## src/include/oag_defines.svh

```systemverilog
// constants for the operand address generation block
`ifndef OAG_DEFINES_SVH
`define OAG_DEFINES_SVH
`define OAG_AW          20
`define OAG_DW          16
`define OAG_ADDR_MASK   20'h0_FFFF
`define OAG_INC_BYTE    20'h0_0001
`define OAG_INC_WORD    20'h0_0002
`define OAG_INC_AWORD   20'h0_0004
`define OAG_INC_IMM     20'h0_0002
`define OAG_AL_BW_AWORD 2'h1
`define OAG_LEGACY_OPS  5'h1B
`define OAG_NREG        16
`define OAG_PC_IDX      4'h0
`define OAG_ZERO20      20'h0_0000
`define OAG_ZERO16      16'h0000
`define OAG_ZERO4       4'h0
`define OAG_ONE3        3'h1
`define OAG_TWO3        3'h2
`endif

```

## src/include/oag_pkg.sv

```systemverilog
// types for the operand address generation block
package oag_pkg;
	typedef enum logic [2:0] {
		OAG_MODE_REG    = 3'h0,
		OAG_MODE_SYMB   = 3'h1,
		OAG_MODE_ABS    = 3'h2,
		OAG_MODE_IND    = 3'h3,
		OAG_MODE_AUTOINC= 3'h4,
		OAG_MODE_IMM    = 3'h5,
		OAG_MODE_IDX    = 3'h6,
		OAG_MODE_CG     = 3'h7
	} oag_mode_t;
	typedef enum logic [1:0] {
		OAG_SZ_BYTE  = 2'h0,
		OAG_SZ_WORD  = 2'h1,
		OAG_SZ_AWORD = 2'h2
	} oag_size_t;
	typedef enum logic [1:0] {
		OAG_ST_IDLE = 2'h0,
		OAG_ST_SRC  = 2'h1,
		OAG_ST_DST  = 2'h2,
		OAG_ST_DONE = 2'h3
	} oag_state_t;
endpackage

```

## src/verilog/oag_addr_calc.sv

```systemverilog
// combinational operand address former for one operand
`timescale 1ns/1ps
`include "oag_defines.svh"
module oag_addr_calc
	import oag_pkg::*;
(
	input  wire oag_pkg::oag_mode_t mode,
	input  wire logic               ext_fmt,
	input  wire logic [3:0]         ext_hi,
	input  wire logic [15:0]        ext_lo,
	input  wire logic [19:0]        pc_val,
	input  wire logic [19:0]        reg_val,
	output logic      [19:0]        addr,
	output logic                    uses_word
);
	import oag_pkg::*;

	// wrap-around 20-bit add, carry past bit 19 dropped
	function automatic logic [19:0] oag_add20(input logic [19:0] a, input logic [19:0] b);
		logic [20:0] s;
		s = {1'b0, a} + {1'b0, b};
		return s[19:0];
	endfunction

	// address per mode
	always_comb begin
		addr      = `OAG_ZERO20;
		uses_word = 1'b0;
		case (mode)
			OAG_MODE_SYMB: begin
				uses_word = 1'b1;
				if (ext_fmt) begin
					addr = oag_add20(pc_val, {ext_hi, ext_lo});
				end else begin
					addr = oag_add20(pc_val, {{4{ext_lo[15]}}, ext_lo});
				end
			end
			OAG_MODE_ABS: begin
				uses_word = 1'b1;
				if (ext_fmt) begin
					addr = {ext_hi, ext_lo};
				end else begin
					addr = {`OAG_ZERO4, ext_lo};
				end
			end
			OAG_MODE_IDX: begin
				uses_word = 1'b1;
				addr      = oag_add20(reg_val, ext_fmt ? {ext_hi, ext_lo}
				                                       : {{4{ext_lo[15]}}, ext_lo});
			end
			OAG_MODE_IND, OAG_MODE_AUTOINC: begin
				addr = reg_val;
			end
			OAG_MODE_IMM: begin
				uses_word = 1'b1;
				addr      = pc_val;
			end
			default: begin
				addr = `OAG_ZERO20;
			end
		endcase
	end
endmodule

```

## src/verilog/oag_core.sv

```systemverilog
// operand address generation: sequences source and destination operand addresses
`timescale 1ns/1ps
`include "oag_defines.svh"
module oag_core
	import oag_pkg::*;
(
	input  wire logic               clk,
	input  wire logic               rst,
	input  wire logic               start,
	input  wire logic               ext_fmt,
	input  wire logic               ext_al,
	input  wire logic               ext_bw,
	input  wire logic [3:0]         ext_src_hi,
	input  wire logic [3:0]         ext_dst_hi,
	input  wire oag_pkg::oag_mode_t src_mode,
	input  wire oag_pkg::oag_mode_t dst_mode,
	input  wire logic [3:0]         src_reg,
	input  wire logic [3:0]         dst_reg,
	input  wire logic [19:0]        pc_in,
	input  wire logic               mem_ready,
	input  wire logic [15:0]        mem_rdata,
	input  wire logic               reg_wr,
	input  wire logic [3:0]         reg_wr_idx,
	input  wire logic [19:0]        reg_wr_data,
	input  wire logic               call_ext,
	input  wire logic [19:0]        call_target,
	output logic                    mem_req_r,
	output logic      [19:0]        mem_addr_r,
	output logic                    src_valid_r,
	output logic      [19:0]        src_addr_r,
	output logic      [19:0]        src_imm_r,
	output logic                    dst_valid_r,
	output logic      [19:0]        dst_addr_r,
	output logic                    done_r,
	output logic      [2:0]         instr_words_r,
	output logic      [19:0]        program_counter_r,
	output logic      [19:0]        call_addr_r,
	output logic                    aword_len_r,
	output logic                    bad_mode_r
);
	import oag_pkg::*;

	oag_state_t  state_r;
	logic [19:0] regs_r [`OAG_NREG];
	logic        fetching_r;
	oag_size_t   size;
	oag_mode_t   cur_mode;
	logic [3:0]  cur_hi;
	logic [3:0]  cur_reg;
	logic [19:0] calc_addr;
	logic        calc_word;
	logic [19:0] reg_read;
	logic        src_word_need;
	logic        dst_word_need;

	////////////////////////////////////////////////////////////////////////////
	// helpers

	// 20-bit wrap-around add
	function automatic logic [19:0] oag_wrap_add(input logic [19:0] a, input logic [19:0] b);
		logic [20:0] s;
		s = {1'b0, a} + {1'b0, b};
		return s[19:0];
	endfunction

	// does this mode pull a word out of the instruction stream
	function automatic logic oag_needs_word(input oag_mode_t m);
		return (m == OAG_MODE_SYMB) || (m == OAG_MODE_ABS) ||
		       (m == OAG_MODE_IMM) || (m == OAG_MODE_IDX);
	endfunction

	// increment for post-increment mode by operand size
	function automatic logic [19:0] oag_step(input oag_size_t s);
		logic [19:0] v;
		v = `OAG_INC_WORD;
		case (s)
			OAG_SZ_BYTE:  v = `OAG_INC_BYTE;
			OAG_SZ_WORD:  v = `OAG_INC_WORD;
			OAG_SZ_AWORD: v = `OAG_INC_AWORD;
			default:      v = `OAG_INC_WORD;
		endcase
		return v;
	endfunction

	////////////////////////////////////////////////////////////////////////////
	// operand size decode

	// al:bw = 01 means 20-bit data; legacy is never address-word
	always_comb begin
		if (ext_fmt && ({ext_al, ext_bw} == `OAG_AL_BW_AWORD)) begin
			size = OAG_SZ_AWORD;
		end else if (ext_bw) begin
			size = OAG_SZ_BYTE;
		end else begin
			size = OAG_SZ_WORD;
		end
	end

	assign src_word_need = oag_needs_word(src_mode);
	assign dst_word_need = oag_needs_word(dst_mode);

	// current operand: source in SRC state, else destination
	always_comb begin
		if (state_r == OAG_ST_SRC) begin
			cur_mode = src_mode;
			cur_hi   = ext_src_hi;
			cur_reg  = src_reg;
		end else begin
			cur_mode = dst_mode;
			cur_hi   = ext_dst_hi;
			cur_reg  = dst_reg;
		end
	end

	// pc reads come from the running counter, not the register file
	assign reg_read = (cur_reg == `OAG_PC_IDX) ? program_counter_r : regs_r[cur_reg];

	oag_addr_calc u_calc (
		.mode      (cur_mode),
		.ext_fmt   (ext_fmt),
		.ext_hi    (cur_hi),
		.ext_lo    (mem_rdata),
		.pc_val    (program_counter_r),
		.reg_val   (reg_read),
		.addr      (calc_addr),
		.uses_word (calc_word)
	);

	////////////////////////////////////////////////////////////////////////////
	// sequencer

	// one operand per state; a word operand waits for mem_ready on the fetch
	always_ff @(posedge clk or posedge rst) begin
		if (rst) begin
			state_r     <= OAG_ST_IDLE;
			fetching_r  <= 1'b0;
			src_valid_r <= 1'b0;
			dst_valid_r <= 1'b0;
			done_r      <= 1'b0;
			src_addr_r  <= `OAG_ZERO20;
			src_imm_r   <= `OAG_ZERO20;
			dst_addr_r  <= `OAG_ZERO20;
		end else begin
			src_valid_r <= 1'b0;
			dst_valid_r <= 1'b0;
			done_r      <= 1'b0;
			case (state_r)
				OAG_ST_IDLE: begin
					if (start) begin
						state_r <= OAG_ST_SRC;
					end
				end
				OAG_ST_SRC: begin
					if (!src_word_need || mem_ready) begin
						src_valid_r <= 1'b1;
						src_addr_r  <= calc_addr;
						if (src_mode == OAG_MODE_IMM) begin
							src_imm_r <= ext_fmt ? {ext_src_hi, mem_rdata}
							                     : {`OAG_ZERO4, mem_rdata};
						end
						state_r   <= OAG_ST_DST;
					end
				end
				OAG_ST_DST: begin
					if (!dst_word_need || mem_ready) begin
						// with auto-increment on the same register the file is already updated
						dst_valid_r <= 1'b1;
						dst_addr_r  <= calc_addr;
						state_r     <= OAG_ST_DONE;
					end
				end
				OAG_ST_DONE: begin
					done_r  <= 1'b1;
					state_r <= OAG_ST_IDLE;
				end
				default: begin
					state_r <= OAG_ST_IDLE;
				end
			endcase
		end
	end

	// memory request: the pc address while an operand word is needed
	always_ff @(posedge clk or posedge rst) begin
		if (rst) begin
			mem_req_r  <= 1'b0;
			mem_addr_r <= `OAG_ZERO20;
		end else begin
			mem_req_r  <= ((state_r == OAG_ST_SRC) && src_word_need && !mem_ready) ||
			              ((state_r == OAG_ST_DST) && dst_word_need && !mem_ready);
			mem_addr_r <= program_counter_r;
		end
	end

	////////////////////////////////////////////////////////////////////////////
	// program counter: steps 2 per consumed word, immediates included

	always_ff @(posedge clk or posedge rst) begin
		if (rst) begin
			program_counter_r <= `OAG_ZERO20;
			call_addr_r       <= `OAG_ZERO20;
		end else if (state_r == OAG_ST_IDLE && call_ext) begin
			// extended call reaches all of 1MB
			program_counter_r <= call_target;
			call_addr_r       <= call_target;
		end else if (state_r == OAG_ST_IDLE && start) begin
			program_counter_r <= pc_in;
		end else if (((state_r == OAG_ST_SRC) && src_word_need && mem_ready) ||
		             ((state_r == OAG_ST_DST) && dst_word_need && mem_ready)) begin
			program_counter_r <= oag_wrap_add(program_counter_r, `OAG_INC_IMM);
		end
	end

	////////////////////////////////////////////////////////////////////////////
	// register file with post-increment side effect

	// indirect mode leaves the register alone; auto-increment steps after the source access, except on the pc index
	always_ff @(posedge clk or posedge rst) begin
		if (rst) begin
			for (int i = 0; i < `OAG_NREG; i++) begin
				regs_r[i] <= `OAG_ZERO20;
			end
		end else begin
			if (reg_wr) begin
				regs_r[reg_wr_idx] <= reg_wr_data;
			end
			if ((state_r == OAG_ST_SRC) && (src_mode == OAG_MODE_AUTOINC) &&
			    (src_reg != `OAG_PC_IDX)) begin
				regs_r[src_reg] <= oag_wrap_add(regs_r[src_reg], oag_step(size));
			end
		end
	end

	////////////////////////////////////////////////////////////////////////////
	// word count and status

	// count: instruction + extension + one word per word-needing operand
	always_ff @(posedge clk or posedge rst) begin
		if (rst) begin
			instr_words_r <= `OAG_ONE3;
			aword_len_r   <= 1'b0;
			bad_mode_r    <= 1'b0;
		end else if (state_r == OAG_ST_IDLE && start) begin
			// constant-generator operand adds no word, so it is one shorter
			instr_words_r <= (ext_fmt ? `OAG_TWO3 : `OAG_ONE3) +
			                 {2'b00, src_word_need} + {2'b00, dst_word_need};
			aword_len_r   <= (size == OAG_SZ_AWORD);
			// indirect kinds and immediate are source only
			bad_mode_r    <= (dst_mode == OAG_MODE_IND) || (dst_mode == OAG_MODE_AUTOINC) ||
			                 (dst_mode == OAG_MODE_IMM);
		end
	end

	////////////////////////////////////////////////////////////////////////////
	// checks

	a_legacy_abs_low: assert property (@(posedge clk) disable iff (rst)
		(state_r == OAG_ST_SRC && mem_ready && src_mode == OAG_MODE_ABS && !ext_fmt)
		|=> src_addr_r[19:16] == `OAG_ZERO4)
		else $error("legacy absolute address left lower 64KB");
	a_ext_abs_full: assert property (@(posedge clk) disable iff (rst)
		(state_r == OAG_ST_SRC && mem_ready && src_mode == OAG_MODE_ABS && ext_fmt)
		|=> src_addr_r == {$past(ext_src_hi), $past(mem_rdata)})
		else $error("extended absolute address wrong");
	a_pc_step_two: assert property (@(posedge clk) disable iff (rst)
		(state_r == OAG_ST_SRC && src_mode == OAG_MODE_IMM && mem_ready && !call_ext)
		|=> program_counter_r == oag_wrap_add($past(program_counter_r), `OAG_INC_IMM))
		else $error("pc did not advance by two after immediate");
	a_ind_unchanged: assert property (@(posedge clk) disable iff (rst)
		(state_r == OAG_ST_SRC && src_mode == OAG_MODE_IND && !reg_wr)
		|=> $stable(regs_r[src_reg]))
		else $error("indirect source register modified");
	a_sym_ext_sum: assert property (@(posedge clk) disable iff (rst)
		(state_r == OAG_ST_SRC && mem_ready && src_mode == OAG_MODE_SYMB && ext_fmt)
		|=> src_addr_r == oag_wrap_add($past(program_counter_r),
		                               {$past(ext_src_hi), $past(mem_rdata)}))
		else $error("extended symbolic address wrong");
	a_words_legacy: assert property (@(posedge clk) disable iff (rst)
		(state_r == OAG_ST_IDLE && start && !ext_fmt && src_mode == OAG_MODE_IMM)
		|=> instr_words_r == (`OAG_TWO3 + {2'b00, $past(dst_word_need)}))
		else $error("legacy immediate instruction too short");
	a_done_seq: assert property (@(posedge clk) disable iff (rst)
		dst_valid_r |=> done_r)
		else $error("done did not follow destination");
	a_aword_flag: assert property (@(posedge clk) disable iff (rst)
		(state_r == OAG_ST_IDLE && start && ext_fmt && !ext_al && ext_bw)
		|=> aword_len_r)
		else $error("address-word length not flagged");
endmodule

```

## config.mk

```make
export PLATFORM = sky130hd
export DESIGN_NAME = oag_core
export DESIGN_NICKNAME = d
export VERILOG_FILES = /design/src/include/oag_pkg.sv /design/src/verilog/oag_addr_calc.sv /design/src/verilog/oag_core.sv
export VERILOG_INCLUDE_DIRS = /design/src /design/src/include
export SDC_FILE = /design/constraint.sdc
export NUM_CORES = 2
export LEC_CHECK = 0
export BUFFER_PORTS_ARGS = -buffer_cell sky130_fd_sc_hd__buf_2
export CAP_MARGIN = 15
export CORE_AREA = 3 3 242 304
export CTS_CLUSTER_SIZE = 28
export DETAILED_ROUTE_END_ITERATION = 7
export DIE_AREA = 0 0 245 307
export SLEW_MARGIN = 20
export SYNTH_ARGS = -nofsm -noshare
export SYNTH_HDL_FRONTEND = slang
export SYNTH_SLANG_ARGS = --single-unit
```

## constraint.sdc

```tcl
create_clock -name clk -period 12.4 [get_ports clk]
set_input_delay 0.62 -clock clk [delete_from_list [all_inputs] [get_ports clk]]
set_output_delay 0.62 -clock clk [all_outputs]
set_load 0.02 [all_outputs]
```

Yosys cells after proc, flatten, opt, wreduce, memory -nomap -nowiden
Index checks and enable logic that the tools add are counted.

storage, ports and cells
  output and inout bits = 129
  input port bits = 111
  logic and storage cells = 148
  bits in latches = 0
  memory bits (writable) = 0
  memories = 0
  bits in read-only memories = 0
  register bits after elaboration = 451

cells by class
  equal/unequal tests = 25
  reductions and logical operators = 38
  div/mod/pow operators = 0
  magnitude comparators = 5
  shifts and indexed selects = 0
  muxes and demuxes = 40
  $add $sub $neg = 7
  multiply operators = 0
  bitwise gates (word level) = 3

operator list
  kind                                                                          count
  320-bit bitwise mux                                                           2
  320-bit 2-to-1 mux                                                            2
  20-bit 2-to-1 mux                                                             15
  20-bit binary-select mux with 4-bit select                                    2
  20-bit demux with 4-bit select                                                2
  20-bit case mux with 5 select lines                                           1
  20-bit adder                                                                  4
  3-bit == test, second input constant                                          9
  20-bit by 2-bit adder with 20-bit output, second input constant               1
  3-bit by 2-bit == test with 1-bit output, second input constant               5
  5-bit >= comparator, second input constant                                    3
  4-bit NOT with 5-bit output                                                   3
  1-bit logical AND                                                             13
  1-bit logical OR                                                              12
  5-bit by 1-bit less-than comparator with 1-bit output, second input constant  2
  2-bit 2-to-1 mux                                                              5
  3-bit by 1-bit == test with 1-bit output, second input constant               3
  4-bit 2-to-1 mux                                                              2
  2-bit case mux with 4 select lines                                            1
  2-bit == test, second input constant                                          3
  1-bit 2-to-1 mux                                                              6
  3-bit case mux with 2 select lines                                            1
  3-bit AND reduction                                                           2
  2-bit by 1-bit == test with 1-bit output, second input constant               2
  12 further kinds                                                              17

Depth between registers and ports, before layout
  depth in word-level cells = 10
  depth in mapped cells = 24
  gate-level depth less buffers = 19

Hierarchy
A second synthesis with hierarchy kept.

second synthesis, totals
  cells, all modules = 2751
  area total of the unflattened synthesis = 28279.6 um^2

by module, submodules not included
  module         seq. area each (um^2)  cells each  instances  area an instance (um^2)
  oag_core       11287.1                2464        1          26217.6
  oag_addr_calc  0.0                    287         1          2062.0

Least setup slack after synthesis
Ideal clock, no wire load.

  kind = register to register
  start point = reg state_r[1]
  end point = reg src_addr_r[12]
  setup time = 0.134 ns
  required time = 12.266 ns
  slack = 7.865 ns
  path buffers = 3
  arrival = 4.401 ns
  period minus slack after synthesis = 4.535 ns
  stages on the path, launching flop included = 22
  cell sequence = dfrtp_1 > inv_1 > ha_1 > buf_4 > mux2i_1 > buf_4 > buf_1 > nand3_1 > a21oi_1 > o21ai_0 > a22oi_1 > o21ai_0 > ha_1 > fa_1 > a211oi_1 > o21ai_0 > o211a_1 > a21oi_1 > o21a_1 > xnor2_1 > a221oi_1 > o21ai_0

between the ends
  word-level cells in the longest chain between the ends = 9
  elaborated cells on any way between the ends = 19
  those cells by class = add/sub (1); eq/ne (7); mux (7); bitwise (1); reduce/logical (3)

ends and longest elaborated chain
  element                                                line                              RTL
  from (decl)                                            oag_core.sv:43                    oag_state_t state_r;
  from (signal assigned)                                 oag_core.sv:135                   state_r <= OAG_ST_IDLE;
  from (signal assigned)                                 oag_core.sv:150                   state_r <= OAG_ST_SRC;
  from (signal assigned)                                 oag_core.sv:161                   state_r <= OAG_ST_DST;
  2-bit by 1-bit == test with 1-bit output *             oag_core.sv:104, oag_core.sv:147
  4-bit 2-to-1 mux                                       oag_core.sv:104                   if (state_r == OAG_ST_SRC) begin
  4-bit NOT with 5-bit output (not written as such)      oag_core.sv:116                   assign reg_read = (cur_reg == `OAG_PC_IDX) ? program_counter_r : regs_r[cur_reg];
  20-bit binary-select mux with 4-bit select             oag_core.sv:116
  20-bit 2-to-1 mux (not written as such) (2 in series)  oag_core.sv:116
  20-bit 2-to-1 mux                                      oag_core.sv:116
  20-bit adder                                           oag_addr_calc.sv:21               s = {1'b0, a} + {1'b0, b};
  20-bit case mux with 5 select lines                    oag_addr_calc.sv:29               case (mode)
  to (signal assigned)                                   oag_core.sv:140                   src_addr_r <= `OAG_ZERO20;
  to (signal assigned)                                   oag_core.sv:156                   src_addr_r <= calc_addr;
  to (decl)                                              oag_core.sv:30                    output logic [19:0] src_addr_r,

Every way passes the cells marked *; elsewhere a longest branch is shown, timed or not. The select of a mux whose other input is x is not followed.
A chain may end at the register's enable or synchronous reset.

Final worst setup path
  start point = reg state_r[1]
  end point = reg dst_addr_r[11]

between the ends
  word-level cells in the longest chain between the ends = 9
  elaborated cells on any way between the ends = 20
  those cells by class = add/sub (1); eq/ne (8); mux (7); bitwise (1); reduce/logical (3)

ends and longest elaborated chain
  element                                                line                 RTL
  2-bit by 1-bit == test with 1-bit output               oag_core.sv:104
  4-bit 2-to-1 mux                                       oag_core.sv:104
  4-bit NOT with 5-bit output (not written as such)      oag_core.sv:116
  20-bit binary-select mux with 4-bit select             oag_core.sv:116
  20-bit 2-to-1 mux (not written as such) (2 in series)  oag_core.sv:116
  20-bit 2-to-1 mux                                      oag_core.sv:116
  20-bit adder                                           oag_addr_calc.sv:21
  20-bit case mux with 5 select lines                    oag_addr_calc.sv:29
  to (signal assigned)                                   oag_core.sv:142      dst_addr_r <= `OAG_ZERO20;
  to (signal assigned)                                   oag_core.sv:168      dst_addr_r <= calc_addr;
  to (decl)                                              oag_core.sv:33       output logic [19:0] dst_addr_r,

Several ways; a longest one is shown, not always the timed one. The select of a mux whose other input is x is not followed.

==> run_results.csv <==
group,metric,value,unit
outcome,status,"complete, no violations",
synthesis,netlist_area,28300,um2
synthesis,async_flop_share,100.0,%
timing,layout_setup_ws,6022,ps
final_layout,n_fill_cell,6643,
power_and_ir_drop,power_density,229.9,nW/um2
global_route,grt_overflow_total,0,
cts,numCtsBuffers,48,
synthesis,synth-simple-area-share,13.98,%
global_route,antenna_found_initial,6,
synthesis,synth_compound_area_share,15.34,%
floorplanning,core.rowCount,109,
floorplanning,start_util,39.99,%
synthesis,synth_top_family_by_area,"multiplexers",
routing,wl_per_cell,26.55,um
timing,skew,32.61,ps
routing,detail_route.first_pass.iterations,6,
routing,postRouteAntennaNets,0,
timing,setup_viol,0,
worst_setup_path,critPathMaxStageDelay,850,ps
synthesis,synth.area.mux_share,22.58,%
synthesis,synth_xor_area_share,1.596,%
synthesis,synth.area.top_cells,"dfrtp_1 40%, mux2_2 7.7%, mux2i_1 7.1%",
routing,vias_per_cell,6.074,
synthesis,syn-num-nets,3073,
floorplanning,fp.dieH,307,um
timing,period_needed,6378,ps
timing,grt_setup_unrepaired,"no",
global_route,grt_usage,27.72,%
floorplanning,die_w,245,um
synthesis,synth-edff-count,0,
cts,cts_resized,0,
synthesis,synth.top_cell.area_share,39.78,%
final_layout,layout.nets,3183,
final_layout,layout-area-overhead-vs-synth,13.40,%
timing,worst_pin_slew,1073,ps
global_route,grt_max_degree,160,
routing,drt_iter0_drc,2572,
cts,postCtsHoldBufs,0,
timing,fin_crit_sh,51.44,%
synthesis,synth.distinct_cells,83,
floorplanning,ioPinCount,240,
synthesis,synth_most_common_cell,"nand2_1",
worst_setup_path,end_kind,"flop",
timing,hold_viol_final,0,
placed_design,dp_hpwl,71130,um
floorplanning,dieArea,75220,um2
placed_design,post-place-ws,5885,ps
cts,post_cts_buffers,0,
cts,clock-root-buffer,"clkbuf_16",
synthesis,yosysWarnings,0,
timing,max_clock_freq,0.1568,GHz
power_and_ir_drop,clkPwrFrac,22.4,%
run,maxCapViolCount,0,
power_and_ir_drop,swShare,41.67,%
cts,clk_pin_slew_worst_paths,60,ps
cts,cts_tree,"yes",
final_layout,drive_gt1_share,23.59,%
power_and_ir_drop,irDropWorstVdd,117.5,uV
routing,vias,24400,
timing,setup_tns,0,ps
power_and_ir_drop,combPwrFrac,45.0,%
synthesis,yosys-top-cells-count,"506 x nand2_1, 450 x dfrtp_1, 214 x o21ai_0, 213 x a21oi_1, 202 x mux2i_1",
worst_setup_path,worst-path-buf-inv,3,
synthesis,synth_area_leader_cell,"dfrtp_1",
synthesis,synth.avg_cell_area,9.677,um2
synthesis,ys_ff_latch,451,
worst_setup_path,crit_type,"reg2reg",
placed_design,port_buffers,239,
routing,routed_wl,106700,um
worst_setup_path,worstSetupStartpointType,"flop",
timing,hold_slack,186.4,ps
global_route,grt_pass1_vias,24180,
power_and_ir_drop,power_leakage,14.16,nW
synthesis,syn-instance-count,2925,
worst_setup_path,path_cells,"inv_1 > ha_2 > buf_4 > mux2_4 > buf_4 > mux2i_1 > mux4_2 > a211oi_1 > a22o_1 > ha_1 > a21oi_1 > o21ai_0 > nand2_1 > nor2_1 > a21oi_1 > xor2_1 > o221ai_1 > mux2_2",
power_and_ir_drop,power,0.007379,W
hold_path,hold_path.class,"in2async",
timing,relSlewSlack,28.35,%
worst_setup_path,cp_max_fo,65,
worst_setup_path,crit_required,12890,ps
worst_setup_path,worstPathArrival,6870,ps
power_and_ir_drop,internal_power,0.004304,W
worst_setup_path,critical-path-top-delay-family,"multiplexers",
synthesis,ys.flop_type,"dfrtp_1",
routing,drc_errors,0,
cts,cts.sinks,451,
worst_setup_path,cp_slowest_cell,"buf_4",
placed_design,gp_congestion,0.9307,
cts,clk_latency,620,ps
power_and_ir_drop,p_switching,0.003075,W
cts,htreeDepth,2,
global_route,grt_pass1_wl,157700,um
synthesis,ys_seq_area_share,39.88,%
power_and_ir_drop,power_frac_seq,32.6,%
timing,drv_slew,0,
cts,cts_buffer_depth,3,
synthesis,synth_fa_ha_area_share,1.715,%
floorplanning,coreArea,70780,um2
[power groups by stage]
stage | logic (W) | clock network, W | registers [W]
after CTS | 0.00331 | 0.00167 | 0.00240
after detailed placement | 0.00329 | 0 | 0.00242
after floorplan | 0.00209 | 0 | 0.00251
after global routing | 0.00361 | 0.00173 | 0.00246
after global placement | 0.00323 | 0 | 0.00240
final | 0.00332 | 0.00165 | 0.00241
[flip-flops by register name, indices dropped and copies added (netlist names)]
signal and cells:
src_valid_r 1, call_addr_r 20, src_imm_r 20, state_r 2, done_r 1, mem_req_r 1, aword_len_r 1, regs_r 320
instr_words_r 3, dst_addr_r 20, program_counter_r 20, bad_mode_r 1, dst_valid_r 1, mem_addr_r 20, src_addr_r 20
[final timing paths]
kind                                       startpoint                           to  slack, ps  depth (start not counted)
max                            state_r[1]$_DFFE_PP0P_   dst_addr_r[11]$_DFFE_PP0P_       6020                         18
min                                               rst   call_addr_r[1]$_DFFE_PP0P_        190                          2
max reg2reg                    state_r[1]$_DFFE_PP0P_   dst_addr_r[11]$_DFFE_PP0P_       6020                         18
min reg2reg                call_addr_r[9]$_DFFE_PP0P_   call_addr_r[9]$_DFFE_PP0P_        470                          2
max in group asynchronous                         rst        regs_r[139]$_DFF_PP0_       9980                          4
min in group clk                      call_target[14]  call_addr_r[14]$_DFFE_PP0P_        230                          3
[cells in the final DEF, fill, tap and decap left out, types with 8 or more instances in the layout]
| cell type | count |
|---|---|
| nand2b_1 | 10 |
| a211oi_1 | 75 |
| bufinv_16 | 11 |
| a22oi_1 | 30 |
| mux4_1 | 29 |
| o211ai_1 | 24 |
| xor2_1 | 17 |
| clkbuf_8 | 10 |
| and3_1 | 17 |
| ha_1 | 33 |
| inv_1 | 30 |
| clkbuf_16 | 48 |
| nor2_1 | 158 |
| a311oi_1 | 19 |
| dfrtp_1 | 450 |
| mux2_2 | 193 |
| clkbuf_1 | 9 |
| nor3_1 | 18 |
| mux4_2 | 62 |
| buf_2 | 237 |
| a22o_1 | 15 |
| and2_1 | 15 |
| buf_4 | 83 |
| xnor2_1 | 15 |
| a21oi_1 | 213 |
| a21o_1 | 11 |
| a31oi_1 | 19 |
| o21ai_0 | 211 |
| nor2b_1 | 46 |
| mux2i_1 | 199 |
| nand2_1 | 506 |
| nand3_1 | 71 |
| or3_1 | 8 |
| nor2_4 | 11 |
| o21ai_1 | 11 |
| a311o_1 | 11 |
[routing by layer]
| metal | GRT usage (%) | share of wire, % | up-vias |
|---|---|---|---|
| met1 | 34.49 | 39 | 12050 |
| met2 | 46.41 | 47 | 1291 |
| met5 | 0 | 0.021 | - |
| li1 | - | - | 10770 |
| met4 | 12.71 | 5.2 | 4 |
| met3 | 5.730 | 8.5 | 285 |
[area by class of cell]
cell class	count	area [um2]	share of cell area, %
inverter	31	120.1	0.3742
clock buffer	67	1373	4.276
antenna	1	2.502	0.007796
timing repair buffer	322	1857	5.785
multi-input combinational	2181	15860	49.43
tap	943	1180	3.676
sequential	451	11290	35.17
clock inverter	21	414.1	1.290
[per-stage QoR]
stage | utilization [%] | cells | instance area [um2]
final | 45.35 | 4017 | 32100
after global routing | 45.34 | 4016 | 32090
after detailed placement | 42.77 | 3928 | 30270
after global placement | 42.68 | 3927 | 30210
after floorplan | - | 2925 | 28310
after CTS | 45.29 | 4016 | 32060
[kinds of logic (layout without fill, tap and decap cells)]
family | after synthesis | in the layout
buffers and inverters | 293 | 441
other | 0 | 1
adder cells (fa/ha/maj) | 37 | 37
flip-flops | 451 | 451
AO/OA/AOI/OAI | 704 | 704
AND/OR/NAND/NOR | 906 | 906
XOR/XNOR | 46 | 46
multiplexers | 488 | 488
Note: power is estimated with default switching activity, not from simulation.
